===== config.mk =====
export PLATFORM = sky130hd
export DESIGN_NAME = isa_ext_exec
export DESIGN_NICKNAME = d
export VERILOG_FILES = /design/src/bit_ops_unit.v /design/src/isa_ext_exec.v
export VERILOG_INCLUDE_DIRS = /design/src /design/src/src
export SDC_FILE = /design/constraint.sdc
export NUM_CORES = 1
export LEC_CHECK = 0
export BUFFER_PORTS_ARGS = -buffer_cell sky130_fd_sc_hd__buf_2
export CELL_PAD_IN_SITES_DETAIL_PLACEMENT = 0
export CELL_PAD_IN_SITES_GLOBAL_PLACEMENT = 1
export CORE_MARGIN = 10
export CORE_UTILIZATION = 34
export DETAILED_ROUTE_END_ITERATION = 6
export GPL_TIMING_DRIVEN = 0
export MAX_ROUTING_LAYER = met4
export PLACE_DENSITY = 0.94
export REMOVE_ABC_BUFFERS = 1
export SETUP_SLACK_MARGIN = 0.15
export SYNTH_ARGS = -nofsm -noshare
export SYNTH_HDL_FRONTEND = slang
export SYNTH_SLANG_ARGS = --single-unit

===== constraint.sdc =====
create_clock -name clock -period 0.88 [get_ports clock]
set_input_delay 0.044 -clock clock [delete_from_list [all_inputs] [get_ports clock]]
set_output_delay 0.044 -clock clock [all_outputs]
set_load 0.01 [all_outputs]

===== src/isa_ext_regs.vh =====
`ifndef ISA_EXT_REGS_VH
`define ISA_EXT_REGS_VH
// Opcode patterns; single-word ones have register number in bits 2:0 masked off, push/load words match exactly
`define OPC_BIT_REVERSE   16'h00c0
`define OPC_BYTE_SWAP     16'h02c0
`define OPC_FIND_FIRST    16'h04c0
`define OPC_SINGLE_MASK   16'hfff8
`define OPC_PUSH_LOAD_HI  16'h40e7
`define OPC_PUSH_LOAD_LO  16'h46fc
// Field positions
`define SR_SUPER_BIT      13
`define CCR_X_BIT         4
`define CCR_N_BIT         3
`define CCR_Z_BIT         2
`define CCR_V_BIT         1
`define CCR_C_BIT         0
// Values
`define STACK_STEP        32'h00000004
`define FIND_ALL_ZERO     6'h20
`define RESET_WORD32      32'h00000000
`define RESET_WORD16      16'h0000
`endif


===== src/bit_ops_unit.v =====
`timescale 1ns/1ns
`default_nettype none
`include "isa_ext_regs.vh"
module bit_ops_unit #(
  parameter WIDTH = 32
) (
  // Operand
  input  wire [WIDTH-1:0] operand,
  // Results
  output wire [WIDTH-1:0] bit_reversed,
  output wire [WIDTH-1:0] byte_swapped,
  output wire [WIDTH-1:0] first_set_count
);
  genvar i;
  generate
    for (i = 0; i < WIDTH; i = i + 1) begin : g_rev
      assign bit_reversed[i] = operand[WIDTH-1-i];
    end
    for (i = 0; i < WIDTH/8; i = i + 1) begin : g_swap
      assign byte_swapped[8*i +: 8] = operand[WIDTH-8-8*i +: 8];
    end
  endgenerate

  // Priority scan from the top bit; the loop runs low to high so the highest set bit wins
  function [5:0] lead_count;
    input [31:0] v;
    integer k;
    begin
      lead_count = `FIND_ALL_ZERO;
      for (k = 0; k < 32; k = k + 1) begin
        if (v[k]) begin
          lead_count = 6'd31 - k[5:0];
        end
      end
    end
  endfunction

  assign first_set_count = {{(WIDTH-6){1'b0}}, lead_count(operand[31:0])};
endmodule // bit_ops_unit
`default_nettype wire


===== src/isa_ext_exec.v =====
// Summary of operation
// - Bit reverse mirrors register, flags untouched
// - Byte swap reverses byte order, flags untouched
// - Find-first scans from bit 31 downward
// - Result is distance of first one
// - All-zero operand yields 32
// - Supervisor: push status, load immediate; else trap
// - Immediate with bit 13 clear traps
// - Decode two-word push/load opcode plus immediate
// - Flags after push/load equal immediate bits
`timescale 1ns/1ns
`default_nettype none
`include "isa_ext_regs.vh"
module isa_ext_exec (
  // Clock and reset
  input  wire        clock,
  input  wire        rstn,
  // Issue from decoder
  input  wire        issue_valid,
  input  wire [15:0] instr_word0,
  input  wire [15:0] instr_word1,
  input  wire [15:0] ext_word,
  // Architectural state in
  input  wire [31:0] operand_data,
  input  wire [15:0] status_word_in,
  input  wire [31:0] stack_pointer_in,
  // Completion
  output reg         done_q,
  output reg         unknown_op_q,
  output reg         priv_trap_q,
  // Register file write
  output reg         reg_wr_en_q,
  output reg  [2:0]  reg_wr_idx_q,
  output reg  [31:0] reg_wr_data_q,
  // Condition code write
  output reg         ccr_wr_en_q,
  output reg  [4:0]  ccr_wr_data_q,
  // Status word and stack pointer write
  output reg         sr_wr_en_q,
  output reg  [15:0] sr_wr_data_q,
  output reg         sp_wr_en_q,
  output reg  [31:0] sp_wr_data_q,
  // Stack store
  output reg         store_en_q,
  output reg  [31:0] store_addr_q,
  output reg  [31:0] store_data_q
);
  wire [31:0] bit_reversed;
  wire [31:0] byte_swapped;
  wire [31:0] first_set_count;

  bit_ops_unit #(
    .WIDTH(32)
  ) u_bit_ops (
    .operand         (operand_data),
    .bit_reversed    (bit_reversed),
    .byte_swapped    (byte_swapped),
    .first_set_count (first_set_count)
  );

  function match_single;
    input [15:0] word;
    input [15:0] pattern;
    begin
      match_single = ((word & `OPC_SINGLE_MASK) == pattern);
    end
  endfunction

  wire is_rev  = match_single(instr_word0, `OPC_BIT_REVERSE);
  wire is_swap = match_single(instr_word0, `OPC_BYTE_SWAP);
  wire is_find = match_single(instr_word0, `OPC_FIND_FIRST);
  wire is_push = (instr_word0 == `OPC_PUSH_LOAD_HI) && (instr_word1 == `OPC_PUSH_LOAD_LO);

  wire        supervisor = status_word_in[`SR_SUPER_BIT];
  // Trap takes priority and leaves all state untouched, so the handler sees the original frame
  wire        push_trap  = !supervisor || !ext_word[`SR_SUPER_BIT];
  wire [31:0] new_sp     = stack_pointer_in - `STACK_STEP;
  wire [4:0]  find_flags = {status_word_in[`CCR_X_BIT], operand_data[31], (operand_data == 32'h00000000),
                            1'b0, 1'b0};

  // Operation class codes; binary keeps the decode register narrow
  localparam [2:0] CLASS_IDLE    = 3'h0;
  localparam [2:0] CLASS_REVERSE = 3'h1;
  localparam [2:0] CLASS_SWAP    = 3'h2;
  localparam [2:0] CLASS_FIND    = 3'h3;
  localparam [2:0] CLASS_PUSH    = 3'h4;
  localparam [2:0] CLASS_UNKNOWN = 3'h5;

  reg [2:0]  op_class;
  reg        done_d;
  reg        unknown_d;
  reg        trap_d;
  reg        reg_wr_d;
  reg [31:0] reg_data_d;
  reg        ccr_wr_d;
  reg        push_ok_d;

  // Priority follows the order of the tests below
  always @* begin
    op_class = CLASS_IDLE;
    if (issue_valid) begin
      if (is_rev) begin
        op_class = CLASS_REVERSE;
      end else if (is_swap) begin
        op_class = CLASS_SWAP;
      end else if (is_find) begin
        op_class = CLASS_FIND;
      end else if (is_push) begin
        op_class = CLASS_PUSH;
      end else begin
        op_class = CLASS_UNKNOWN;
      end
    end
  end

  always @* begin
    done_d     = 1'b0;
    unknown_d  = 1'b0;
    trap_d     = 1'b0;
    reg_wr_d   = 1'b0;
    reg_data_d = operand_data;
    ccr_wr_d   = 1'b0;
    push_ok_d  = 1'b0;
    case (op_class)
      CLASS_REVERSE: begin
        done_d     = 1'b1;
        reg_wr_d   = 1'b1;
        reg_data_d = bit_reversed;
      end
      CLASS_SWAP: begin
        done_d     = 1'b1;
        reg_wr_d   = 1'b1;
        reg_data_d = byte_swapped;
      end
      CLASS_FIND: begin
        done_d     = 1'b1;
        reg_wr_d   = 1'b1;
        reg_data_d = first_set_count;
        ccr_wr_d   = 1'b1;
      end
      CLASS_PUSH: begin
        done_d    = 1'b1;
        trap_d    = push_trap;
        push_ok_d = !push_trap;
      end
      CLASS_UNKNOWN: begin
        // Unrecognised words only report back; no state is touched
        done_d    = 1'b1;
        unknown_d = 1'b1;
      end
      default: begin
        done_d    = 1'b0;
      end
    endcase
  end

  // Completion pulses
  always @(posedge clock or negedge rstn) begin
    if (!rstn) begin
      done_q       <= 1'b0;
      unknown_op_q <= 1'b0;
      priv_trap_q  <= 1'b0;
    end else begin
      done_q       <= done_d;
      unknown_op_q <= unknown_d;
      priv_trap_q  <= trap_d;
    end
  end

  // Register file write; data loads every cycle and only counts with the enable
  always @(posedge clock or negedge rstn) begin
    if (!rstn) begin
      reg_wr_en_q   <= 1'b0;
      reg_wr_idx_q  <= 3'h0;
      reg_wr_data_q <= `RESET_WORD32;
    end else begin
      reg_wr_en_q   <= reg_wr_d;
      reg_wr_idx_q  <= instr_word0[2:0];
      reg_wr_data_q <= reg_data_d;
    end
  end

  // Condition codes, written by find-first only
  always @(posedge clock or negedge rstn) begin
    if (!rstn) begin
      ccr_wr_en_q   <= 1'b0;
      ccr_wr_data_q <= 5'h00;
    end else begin
      ccr_wr_en_q   <= ccr_wr_d;
      ccr_wr_data_q <= find_flags;
    end
  end

  // Status word and stack pointer load
  always @(posedge clock or negedge rstn) begin
    if (!rstn) begin
      sr_wr_en_q   <= 1'b0;
      sr_wr_data_q <= `RESET_WORD16;
      sp_wr_en_q   <= 1'b0;
      sp_wr_data_q <= `RESET_WORD32;
    end else begin
      sr_wr_en_q   <= push_ok_d;
      sr_wr_data_q <= ext_word;
      sp_wr_en_q   <= push_ok_d;
      sp_wr_data_q <= new_sp;
    end
  end

  // Stack store; no hazard logic, so the caller must feed back the new stack pointer
  always @(posedge clock or negedge rstn) begin
    if (!rstn) begin
      store_en_q   <= 1'b0;
      store_addr_q <= `RESET_WORD32;
      store_data_q <= `RESET_WORD32;
    end else begin
      store_en_q   <= push_ok_d;
      store_addr_q <= new_sp;
      store_data_q <= {16'h0000, status_word_in};
    end
  end
endmodule // isa_ext_exec
`default_nettype wire


# Word level (Yosys, flattened, before mapping)
# Index checks and enable logic that the tools add are counted.
# classes
add_sub_neg	1
reduce_logical	8
mux	44
eq_ne	10
# op_table
cell	count
$mux 6	32
$pmux 32 s3	1
$eq 16x15->1 const B	2
$logic_not 32->1	1
$sub 32x3->32 const B	1
$eq 13x5->1 const B	1
$eq 13x7->1 const B	1
$eq 13x8->1 const B	1
$mux 3	4
$mux 1	7
$eq 3x2->1 const B	2
$eq 3x3->1 const B	2
$reduce_or 5->1	1
$eq 3x1->1 const B	1
$logic_not 1->1	3
$reduce_or 3->1	1
$logic_and 1x1->1	1
$logic_or 1x1->1	1
# word_totals
out_inout_bits	160
in_bits	131
regBits	108

# Longest topological paths before layout
# Gate-level depths: netlist (run 1).
# logic_depth
word_depth	33
depth_mapped	7

# Cells and area by module
# Synthesis (run 1) repeated with hierarchy kept, for this count alone.
# unflattened
cells_unflattened	534
hier_area_um2	5734.2
# by_module_without_submodules
module	cells_per_inst	n_inst	seq_area_each_um2	area_each_um2
isa_ext_exec	378	1	2677.6	4687.0
bit_ops_unit	156	1	0.0	1047.3

# Worst setup path after synthesis (run 1)
# OpenSTA, ideal clock, no wires.
# synth_path
path_type	input to register
from	input instr_word0[13]
to	register reg_wr_data_q[12]
t_arrival_ns	1.582
required_ns	0.745
stages	7
path_slack_ns	-0.837
cell_sequence	or4_4 nor3_4 nand4_1 buf_2 buf_2 nand2_1 o21ai_0
# synth_via
elab_chain_len	9
word_cells_on_any_way	14
cone_classes	eq/ne (7); mux (6); reduce/logical (1)
# synth_rtl
item	line	source
start, declared	isa_ext_exec.v:20	input wire [15:0] instr_word0,
$eq 16x15->1 (no line)	n/a	
$logic_and 1x1->1	isa_ext_exec.v:72	wire is_push = (instr_word0 == `OPC_PUSH_LOAD_HI) && (instr_word1 == `OPC_PUSH_LOAD_LO);
$mux 1	isa_ext_exec.v:108	end else if (is_push) begin
$mux 3	isa_ext_exec.v:106	end else if (is_find) begin
$mux 3	isa_ext_exec.v:104	end else if (is_swap) begin
$mux 3 (*)	isa_ext_exec.v:102	if (is_rev) begin
$mux 3 (*)	isa_ext_exec.v:101	if (issue_valid) begin
$eq 3x2->1 or $eq 3x1->1 (tied branches)	isa_ext_exec.v:124	case (op_class)
$pmux 32 s3 (*)	isa_ext_exec.v:124	
via reg_data_d[12]	isa_ext_exec.v:94	reg [31:0] reg_data_d;
end signal, assigned	isa_ext_exec.v:175	reg_wr_data_q <= `RESET_WORD32;
end signal, assigned	isa_ext_exec.v:179	reg_wr_data_q <= reg_data_d;
end, declared	isa_ext_exec.v:34	output reg [31:0] reg_wr_data_q,
# Mark *: on every way through the listed nets, which the timed path passes. The rest lies on a longest branch.

# Final worst setup path (run 1)
# layout_path
from	input instr_word0[4]
to	register reg_wr_data_q[0]
# The elaborated chain is that of the path after synthesis.

==> results of run 1 <==
[layer usage]
metal	GRT usage, %	part of all wire [%]	vias up
met1	24.2	38	2602
met5	-	0	-
met3	5.68	9.1	35
li1	-	-	2319
met2	36.2	51	331
met4	5.76	2.0	0
[sequential cells by signal, summed over array words and instances (netlist names)]
| register | flops |
|---|---|
| ccr_wr_en_q | 1 |
| store_data_q | 16 |
| reg_wr_idx_q | 3 |
| unknown_op_q | 1 |
| ccr_wr_data_q | 2 |
| reg_wr_en_q | 1 |
| store_addr_q | 32 |
| done_q | 1 |
| priv_trap_q | 1 |
| sr_wr_data_q | 16 |
| store_en_q | 1 |
| reg_wr_data_q | 32 |
[synthesized netlist by cell type (all sizes together) (2+ instances only)]
cell	instances	area share (%)
dfrtp	107	54
buf	62	9.3
nand2	41	3.1
o21ai	26	2.6
nor2	20	1.5
a22oi	19	2.9
xor2	19	3.4
nor4	18	2.5
inv	16	1.2
nor3	14	2.1
a21oi	11	1.1
or4	10	1.7
a221oi	9	1.6
or3	8	1.1
clkbuf	7	0.53
nand4	6	0.89
nand3	5	0.61
xnor2	5	0.89
o31ai	4	0.61
and2	3	0.38
nand2b	3	0.38
nor3b	3	0.46
a211oi	2	0.30
and3	2	0.25
and4	2	0.36
nand3b	2	0.30
nand4b	2	0.36
nor2b	2	0.25
nor4b	2	0.36
o221a	2	0.46
o41ai	2	0.36
[per-stage QoR]
step / setup TNS, ns / setup WS [ns] / cell area [um^2] / utilization, %
final: -38.07 / -0.708 / 9260 / 65.9
after global routing: -45.76 / -0.799 / 9260 / 65.9
after CTS: -32.67 / -0.615 / 8520 / 60.7
after detailed placement: -75.98 / -1.65 / 6170 / 44.0
after global placement: -265.01 / -3.00 / 6090 / 43.4
after floorplan: -75.80 / -2.16 / 4500 / -
[area by class of cell]
class / count / share of cell area (%)
antenna: 1 / 0.0270
clock buffer: 9 / 2.43
clock inverter: 7 / 0.892
inverter: 16 / 0.649
multi-input combinational: 282 / 27.0
sequential: 107 / 28.9
tap: 180 / 2.43
timing repair buffer: 411 / 37.6
[repair_timing]
action,in CTS,in global routing
setup buffers,27,13
endpoints found under the hold margin,146,55
cloned,3,3
gates resized for setup,181,121
pin swaps,30,27
setup endpoints to repair,205,206
[logic make-up after synthesis]
group                      Yosys count
DFF                                107
and+or+nand+nor                    147
adders and majority gates            1
other                                1
xor gates and xnor gates            24
AOI/OAI and AO/OA                   89
muxes                                1
buffers and inverters               85
[power by group]
part | internal (W) | switching (W)
combinational | 0.00121 | 0.00121
clock | 0.00202 | 0.00211
sequential | 0.00516 | 0.000156
[path summary, 6_finish.rpt]
| kind | startpoint | end | slack [ns] | depth (start not counted) |
|---|---|---|---|---|
| worst max-delay path | instr_word0[4] | reg_wr_data_q[0] | -0.71 | 7 |
| worst min-delay path | rstn | store_addr_q[12] | -0.26 | 1 |
| max in group asynchronous | rstn | reg_wr_data_q[1] | 0.44 | 2 |
| min in group clock | operand_data[13] | reg_wr_data_q[18] | 0 | 3 |
==> qor.yml, run 1 <==
worstSetupPathType: "input pin to flip-flop"
crit_fanout: 5
antenna_found_initial: 1
synth_flop_cell: "dfrtp_1"
timing.hold.ws_ns: -0.264
ys_seq_area_share_pct: 54.4
post-dp-hpwl_um: 14400
synth-simple-area-share_pct: 17.3
clkSinkCount: 107
drc: 0
period_share_pct: 180
die_width_um: 140
power_density_nw_per_um2: 1280
fill_cells: 1026
drtPass1Iterations: 4
yosys_warnings: 0
synthMuxAreaShare_pct: 0.203
period_needed_ns: 1.59
gr-total-overflow: 0
num_vias: 5287
report.power.total_w: 0.0119
layout.cells.non_filler: 1013
path_delay_family: "simple AND/OR/NAND/NOR gates"
ys_ff_latch: 107
io-pin-count: 291
synth_edf_count: 0
p_leak_nw: 4.32
most-common-layout-cells: "buf_2, buf_6, dfrtp_1, dlygate4sd3_1, buf_4"
cp_data_arrival_time_ns: 1.83
routed_wl_um: 23300
vias_per_cell: 5.22
synth_top_family_by_area: "simple AND/OR/NAND/NOR gates"
crit_chain: "buf_6 -> or4_4 -> nor3_4 -> nand4_1 -> buf_8 -> a221o_1 -> o22a_1"
fmax_mhz: 630
worst_setup_path_end_kind: "flip-flop"
grt_usage_pct: 21.3
clockRootBuffer: "clkbuf_16"
timing.final.ws_setup_ns: -0.708
synthDistinctLibCells: 62
worstMarginPinSlew_ns: 0.738
core_um2: 14000
nets: 959
syn-cell-area_um2: 4920
path_clk_slew_ns: 0.08
drtIter0Drc: 350
synth_xor_area_share_pct: 4.27
clk_path_buf_depth: 2
syn-mean-instance-area_um2: 10.8
grt_pass1_wl_um: 32300
area.growth.synth_to_final_pct: 88.0
wl_per_cell_um: 23.0
ant_nets: 0
drive_gt1_share_pct: 54.9
min_path_type: "input pin to asynchronous set/reset pin"
setup-violations-final: 205
slew_violations: 0
hold_violations: 55
cts_buffers: 9
cts.hold.buffers_added: 92
syn_inst: 455
crit_required_ns: 1.12
slowest_stage: "or4_4"
path_buf_inv: 2
rsz0062_at_grt: "true"
ir_drop_uv: 911
crit_path_start_kind: "input pin"
io_buffers: 272
async_flop_share_pct: 100
synth_compound_area_share_pct: 12.4
gp_congestion: 0.835
max_slew_margin_pct: 50.8
placed_cells: 859
grt_pass1_vias: 5546
placementRows: 43
synthAdderAreaFrac_pct: 0.254
crit_path_max_incr_delay_ns: 0.55
multi_input_area_um2: 2500
initial_core_util_pct: 35.1
status: "finished, violations left"
maxCapViolations: 0
htreeDepth: 3
violations: "negative hold slack, negative setup slack"
tritoncts: "yes"
dieArea_um2: 19700
mostFrequentLayoutCell: "buf_2"
die_h_um: 140
seq_area_um2: 2680
grt_max_degree: 57
Note: power is estimated with default switching activity, not from simulation.
==> run 2, diff against run 1 <==
==> constraint.sdc (replaced) <==
create_clock -name clock -period 0.88 [get_ports clock]
set_input_delay 0.044 -clock clock [delete_from_list [all_inputs] [get_ports clock]]
set_output_delay 0.044 -clock clock [all_outputs]
set_load 0.02 [all_outputs]
==> qor.yml, run 2 (synthesis gave the netlist of run 1 again) <==
violations: "negative hold slack, negative setup slack"
power_density_nw_per_um2: 1300
pwr-share-comb_pct: 23.2
placed_cells: 859
utilization_pct: 67.9
period_share_pct: 176
io_buffers: 272
drc: 0
clkSinkCount: 107
drive_gt1_share_pct: 52.0
vias_per_cell: 5.21
reg_top3: "reg_wr_data_q: 32 flops, store_addr_q: 32 flops"
fmax_mhz: 646
antenna_found_initial: 2
seqPwrFrac_pct: 43.1
tritoncts: "yes"
initial_core_util_pct: 35.1
max_slew_margin_pct: 49.2
die_width_um: 140
mostFrequentLayoutCell: "buf_6"
most-common-layout-cells: "buf_6, buf_2, dfrtp_1, dlygate4sd3_1, nand2_1"
maxCapViolations: 0
cts_buffers: 9
layout.cells.non_filler: 1014
nets: 959
gp_congestion: 0.835
worstMarginPinSlew_ns: 0.756
slew_violations: 0
clockRootBuffer: "clkbuf_16"
path_clk_slew_ns: 0.08
period_needed_ns: 1.55
io-pin-count: 291
min_path_type: "input pin to asynchronous set/reset pin"
crit_required_ns: 1.17
ant_nets: 0
switchingPower_w: 0.00387
cts.hold.buffers_added: 92
hold_violations: 55
worst_setup_path_end_kind: "flip-flop"
setup-violations-final: 205
post-dp-hpwl_um: 14400
timing.hold.ws_ns: -0.253
htreeDepth: 3
clk_path_buf_depth: 2
dieArea_um2: 19700
grt_pass1_wl_um: 34500
crit_path_start_kind: "input pin"
rsz0062_at_grt: "true"
status: "finished, violations left"
timing.final.ws_setup_ns: -0.668
placementRows: 43
p_leak_nw: 4.41
area.growth.synth_to_final_pct: 93.5
gr-total-overflow: 0
cp_data_arrival_time_ns: 1.84
crit_fanout: 4
grt_max_degree: 57
power_frac_clock_pct: 33.7
swShare_pct: 31.2
wl_per_cell_um: 24.0
grt_pass1_vias: 5734
num_vias: 5286
worstSetupPathType: "input pin to flip-flop"
ir_drop_uv: 898
drtPass1Iterations: 5
core_um2: 14000
drtIter0Drc: 344
p_int_w: 0.00854
grt_usage_pct: 22.9
routed_wl_um: 24300
report.power.total_w: 0.0124
die_h_um: 140
## run 2: cell types whose count changed in the layout (fill, tap and decap cells not counted), sizes merged
cell and change:
dlygate4sd3 +1, diode +1, bufbuf +1, buf -1
clkbuf -1
## run 2: final timing paths
check / startpoint / endpoint / slack, ns / cells after the start
hold / removal: rstn / store_addr_q[12] / -0.25 / 1
max in group asynchronous: rstn / reg_wr_data_q[18] / 0.43 / 2
min in group clock: stack_pointer_in[10] / store_addr_q[11] / 0.02 / 3
setup / recovery: instr_word0[4] / reg_wr_data_q[3] / -0.67 / 9
## run 2: critical path: stages
cell and delay (ns):
buf_6 0.09, or4_4 0.55, nor3_4 0.23, buf_6 0.15, buf_6 0.09, buf_6 0.10
nand4_1 0.13, o221a_2 0.34, o21ai_2 0.12
## run 2: through the flow
stage               TNS [ns]  hold slack (ns)  cell area (um^2)  setup WS, ns
global placement     -265.01            0.152              6090         -3.00
finish                -40.60           -0.253              9530        -0.668
global route          -47.84           -0.196              9530        -0.765
CTS                   -34.86           -0.251              9120        -0.615
floorplan             -75.80           -0.252              4500         -2.16
detailed placement    -75.98            0.138              6170         -1.65
## run 2: timing repair
action / CTS / global route
pin swaps: 30 / 27
gates cloned: 3 / 2
resized for setup: 401 / 57
endpoints found under the setup margin: 205 / 206
hold endpoints to repair: 146 / 55
setup buffers: 27 / 13
## run 2: layout make-up
type,instances,area [um^2]
Tap cell,180,225
Sequential cell,107,2680
Clock inverter,7,82.6
Antenna cell,2,5.00
Clock buffer,9,225
Fill cell,1007,4510
Multi-Input combinational cell,282,2420
Timing Repair Buffer,411,3830
Inverter,16,62.6
## run 2: power by group through the flow
| stage | Combinational (W) | Clock [W] | Sequential [W] |
|---|---|---|---|
| after global placement | 0.00179 | 0 | 0.00534 |
| final | 0.00287 | 0.00418 | 0.00535 |
| after floorplan | 0.000307 | 0 | 0.00579 |
| after detailed placement | 0.00182 | 0 | 0.00534 |
| after global routing | 0.00302 | 0.00444 | 0.00538 |
| after CTS | 0.00270 | 0.00419 | 0.00533 |
## run 2: metal layers
layer  wire (um)  vias up  track usage (%)
met5           0        -                -
met4         595        0             6.90
met3        2250       43             6.69
met2       12200      358             38.6
met1        9240     2572             25.7
li1            -     2313                -
==> run 3, diff against run 2 <==
==> constraint.sdc (replaced) <==
create_clock -name clock -period 1.8 [get_ports clock]
set_input_delay 0.09 -clock clock [delete_from_list [all_inputs] [get_ports clock]]
set_output_delay 0.09 -clock clock [all_outputs]
set_load 0.05 [all_outputs]
==> qor.yml, run 3 (synthesis gave the netlist of run 1 again) <==
max_slew_margin_pct: 51.9
crit_fanout: 3
cp_data_arrival_time_ns: 1.90
drtPass1Iterations: 4
drc: 0
status: "finished, final reports clean"
swShare_pct: 35.4
antenna_found_initial: 1
min_path_type: "input pin to flip-flop"
min_from: "operand_data[21]"
clockRootBuffer: "clkbuf_16"
crit_required_ns: 2.07
period_share_pct: 90.3
ant_nets: 0
p_int_w: 0.00389
switchingPower_w: 0.00213
place_ws_ns: -0.775
placementRows: 43
nets: 907
area.growth.synth_to_final_pct: 50.0
die_h_um: 140
routed_wl_um: 19500
crit_path_start_kind: "input pin"
clkSinkCount: 107
path_clk_slew_ns: 0.08
gp_congestion: 0.835
drive_gt1_share_pct: 42.4
initial_core_util_pct: 35.1
fin_setup_tns_ns: 0
mostFrequentLayoutCell: "buf_2"
rsz0062_at_grt: "true"
grt_max_degree: 57
fmax_mhz: 615
io_buffers: 272
reg_top3: "reg_wr_data_q: 32 flops, store_addr_q: 32 flops"
grt_pass1_wl_um: 29500
drtIter0Drc: 167
post-dp-hpwl_um: 14400
timing.final.ws_setup_ns: 0.174
slew_violations: 0
io-pin-count: 291
seqPwrFrac_pct: 42.6
period_needed_ns: 1.63
hold_violations: 0
die_width_um: 140
clk_path_buf_depth: 2
cp-startpoint: "stack_pointer_in[27]"
power_frac_clock_pct: 33.2
most-common-layout-cells: "buf_2, dfrtp_1, dlygate4sd3_1, nand2_1, nor2_1"
htreeDepth: 3
worst_setup_path_end_kind: "flip-flop"
power_density_nw_per_um2: 816
tritoncts: "yes"
num_vias: 4770
worstSetupPathType: "input pin to flip-flop"
maxCapViolations: 0
cts_buffers: 9
pwr-share-comb_pct: 24.2
worstMarginPinSlew_ns: 0.721
grt_usage_pct: 19.4
vias_per_cell: 4.96
grt_pass1_vias: 5119
setup-violations-final: 0
wl_per_cell_um: 20.3
p_leak_nw: 3.62
core_um2: 14000
dieArea_um2: 19700
ir_drop_uv: 432
gr-total-overflow: 0
run 3: final timing paths:
kind                                endpoint  cells after the start
max                         store_addr_q[30]                      6
min                        reg_wr_data_q[21]                      3
max in group asynchronous   reg_wr_data_q[8]                      3
min in group asynchronous   store_addr_q[11]                      2
run 3: cell type report:
cell class,count,area [um^2]
clock inverter,7,82.6
tap,180,225
antenna,1,2.50
inverter,16,60.1
clock buffer,9,225
sequential,107,2680
fill,1244,6660
timing repair buffer,361,2280
multi-input combinational,280,1830
run 3: worst max-delay path, stage by stage:
cell	delay, ns
dlygate4sd3_1	0.55
buf_2	0.14
or3_4	0.39
or3_4	0.36
nor3_4	0.18
xor2_1	0.19
run 3: stage by stage:
step           std cells  hold WS (ns)  total power [W]  utilization [%]  cell area [um^2]
2_1_floorplan        403        -0.206          0.00340                -              4500
3_3_place_gp         855         0.198          0.00392             43.4              6090
3_5_place_dp         859         0.184          0.00394             44.0              6170
4_1_cts              958      0.000815          0.00606             52.2              7330
5_1_grt              961        0.0186          0.00626             52.6              7390
6_report             961        0.0159          0.00603             52.6              7390
run 3: power groups by stage:
stage	Sequential [W]	Combinational, W	Clock (W)
6_report	0.00257	0.00146	0.00200
5_1_grt	0.00258	0.00154	0.00214
4_1_cts	0.00257	0.00145	0.00205
3_5_place_dp	0.00261	0.00133	0
3_3_place_gp	0.00261	0.00131	0
2_1_floorplan	0.00321	0.000199	0
run 3: what timing repair did:
action	in CTS	in global routing
setup endpoints to repair	40	20
resized for setup	5	7
pin swaps	4	3
gates cloned	1	0
endpoints found under the hold margin	124	0
buffers inserted	13	2
hold buffers	69	0
run 3: routing by layer:
metal	vias to the layer above	track usage, %	routed length (um)
li1	2206	-	-
met3	18	5.17	1570
met2	245	33.4	10000
met5	-	-	0
met1	2301	22.0	7720
met4	0	4.84	219
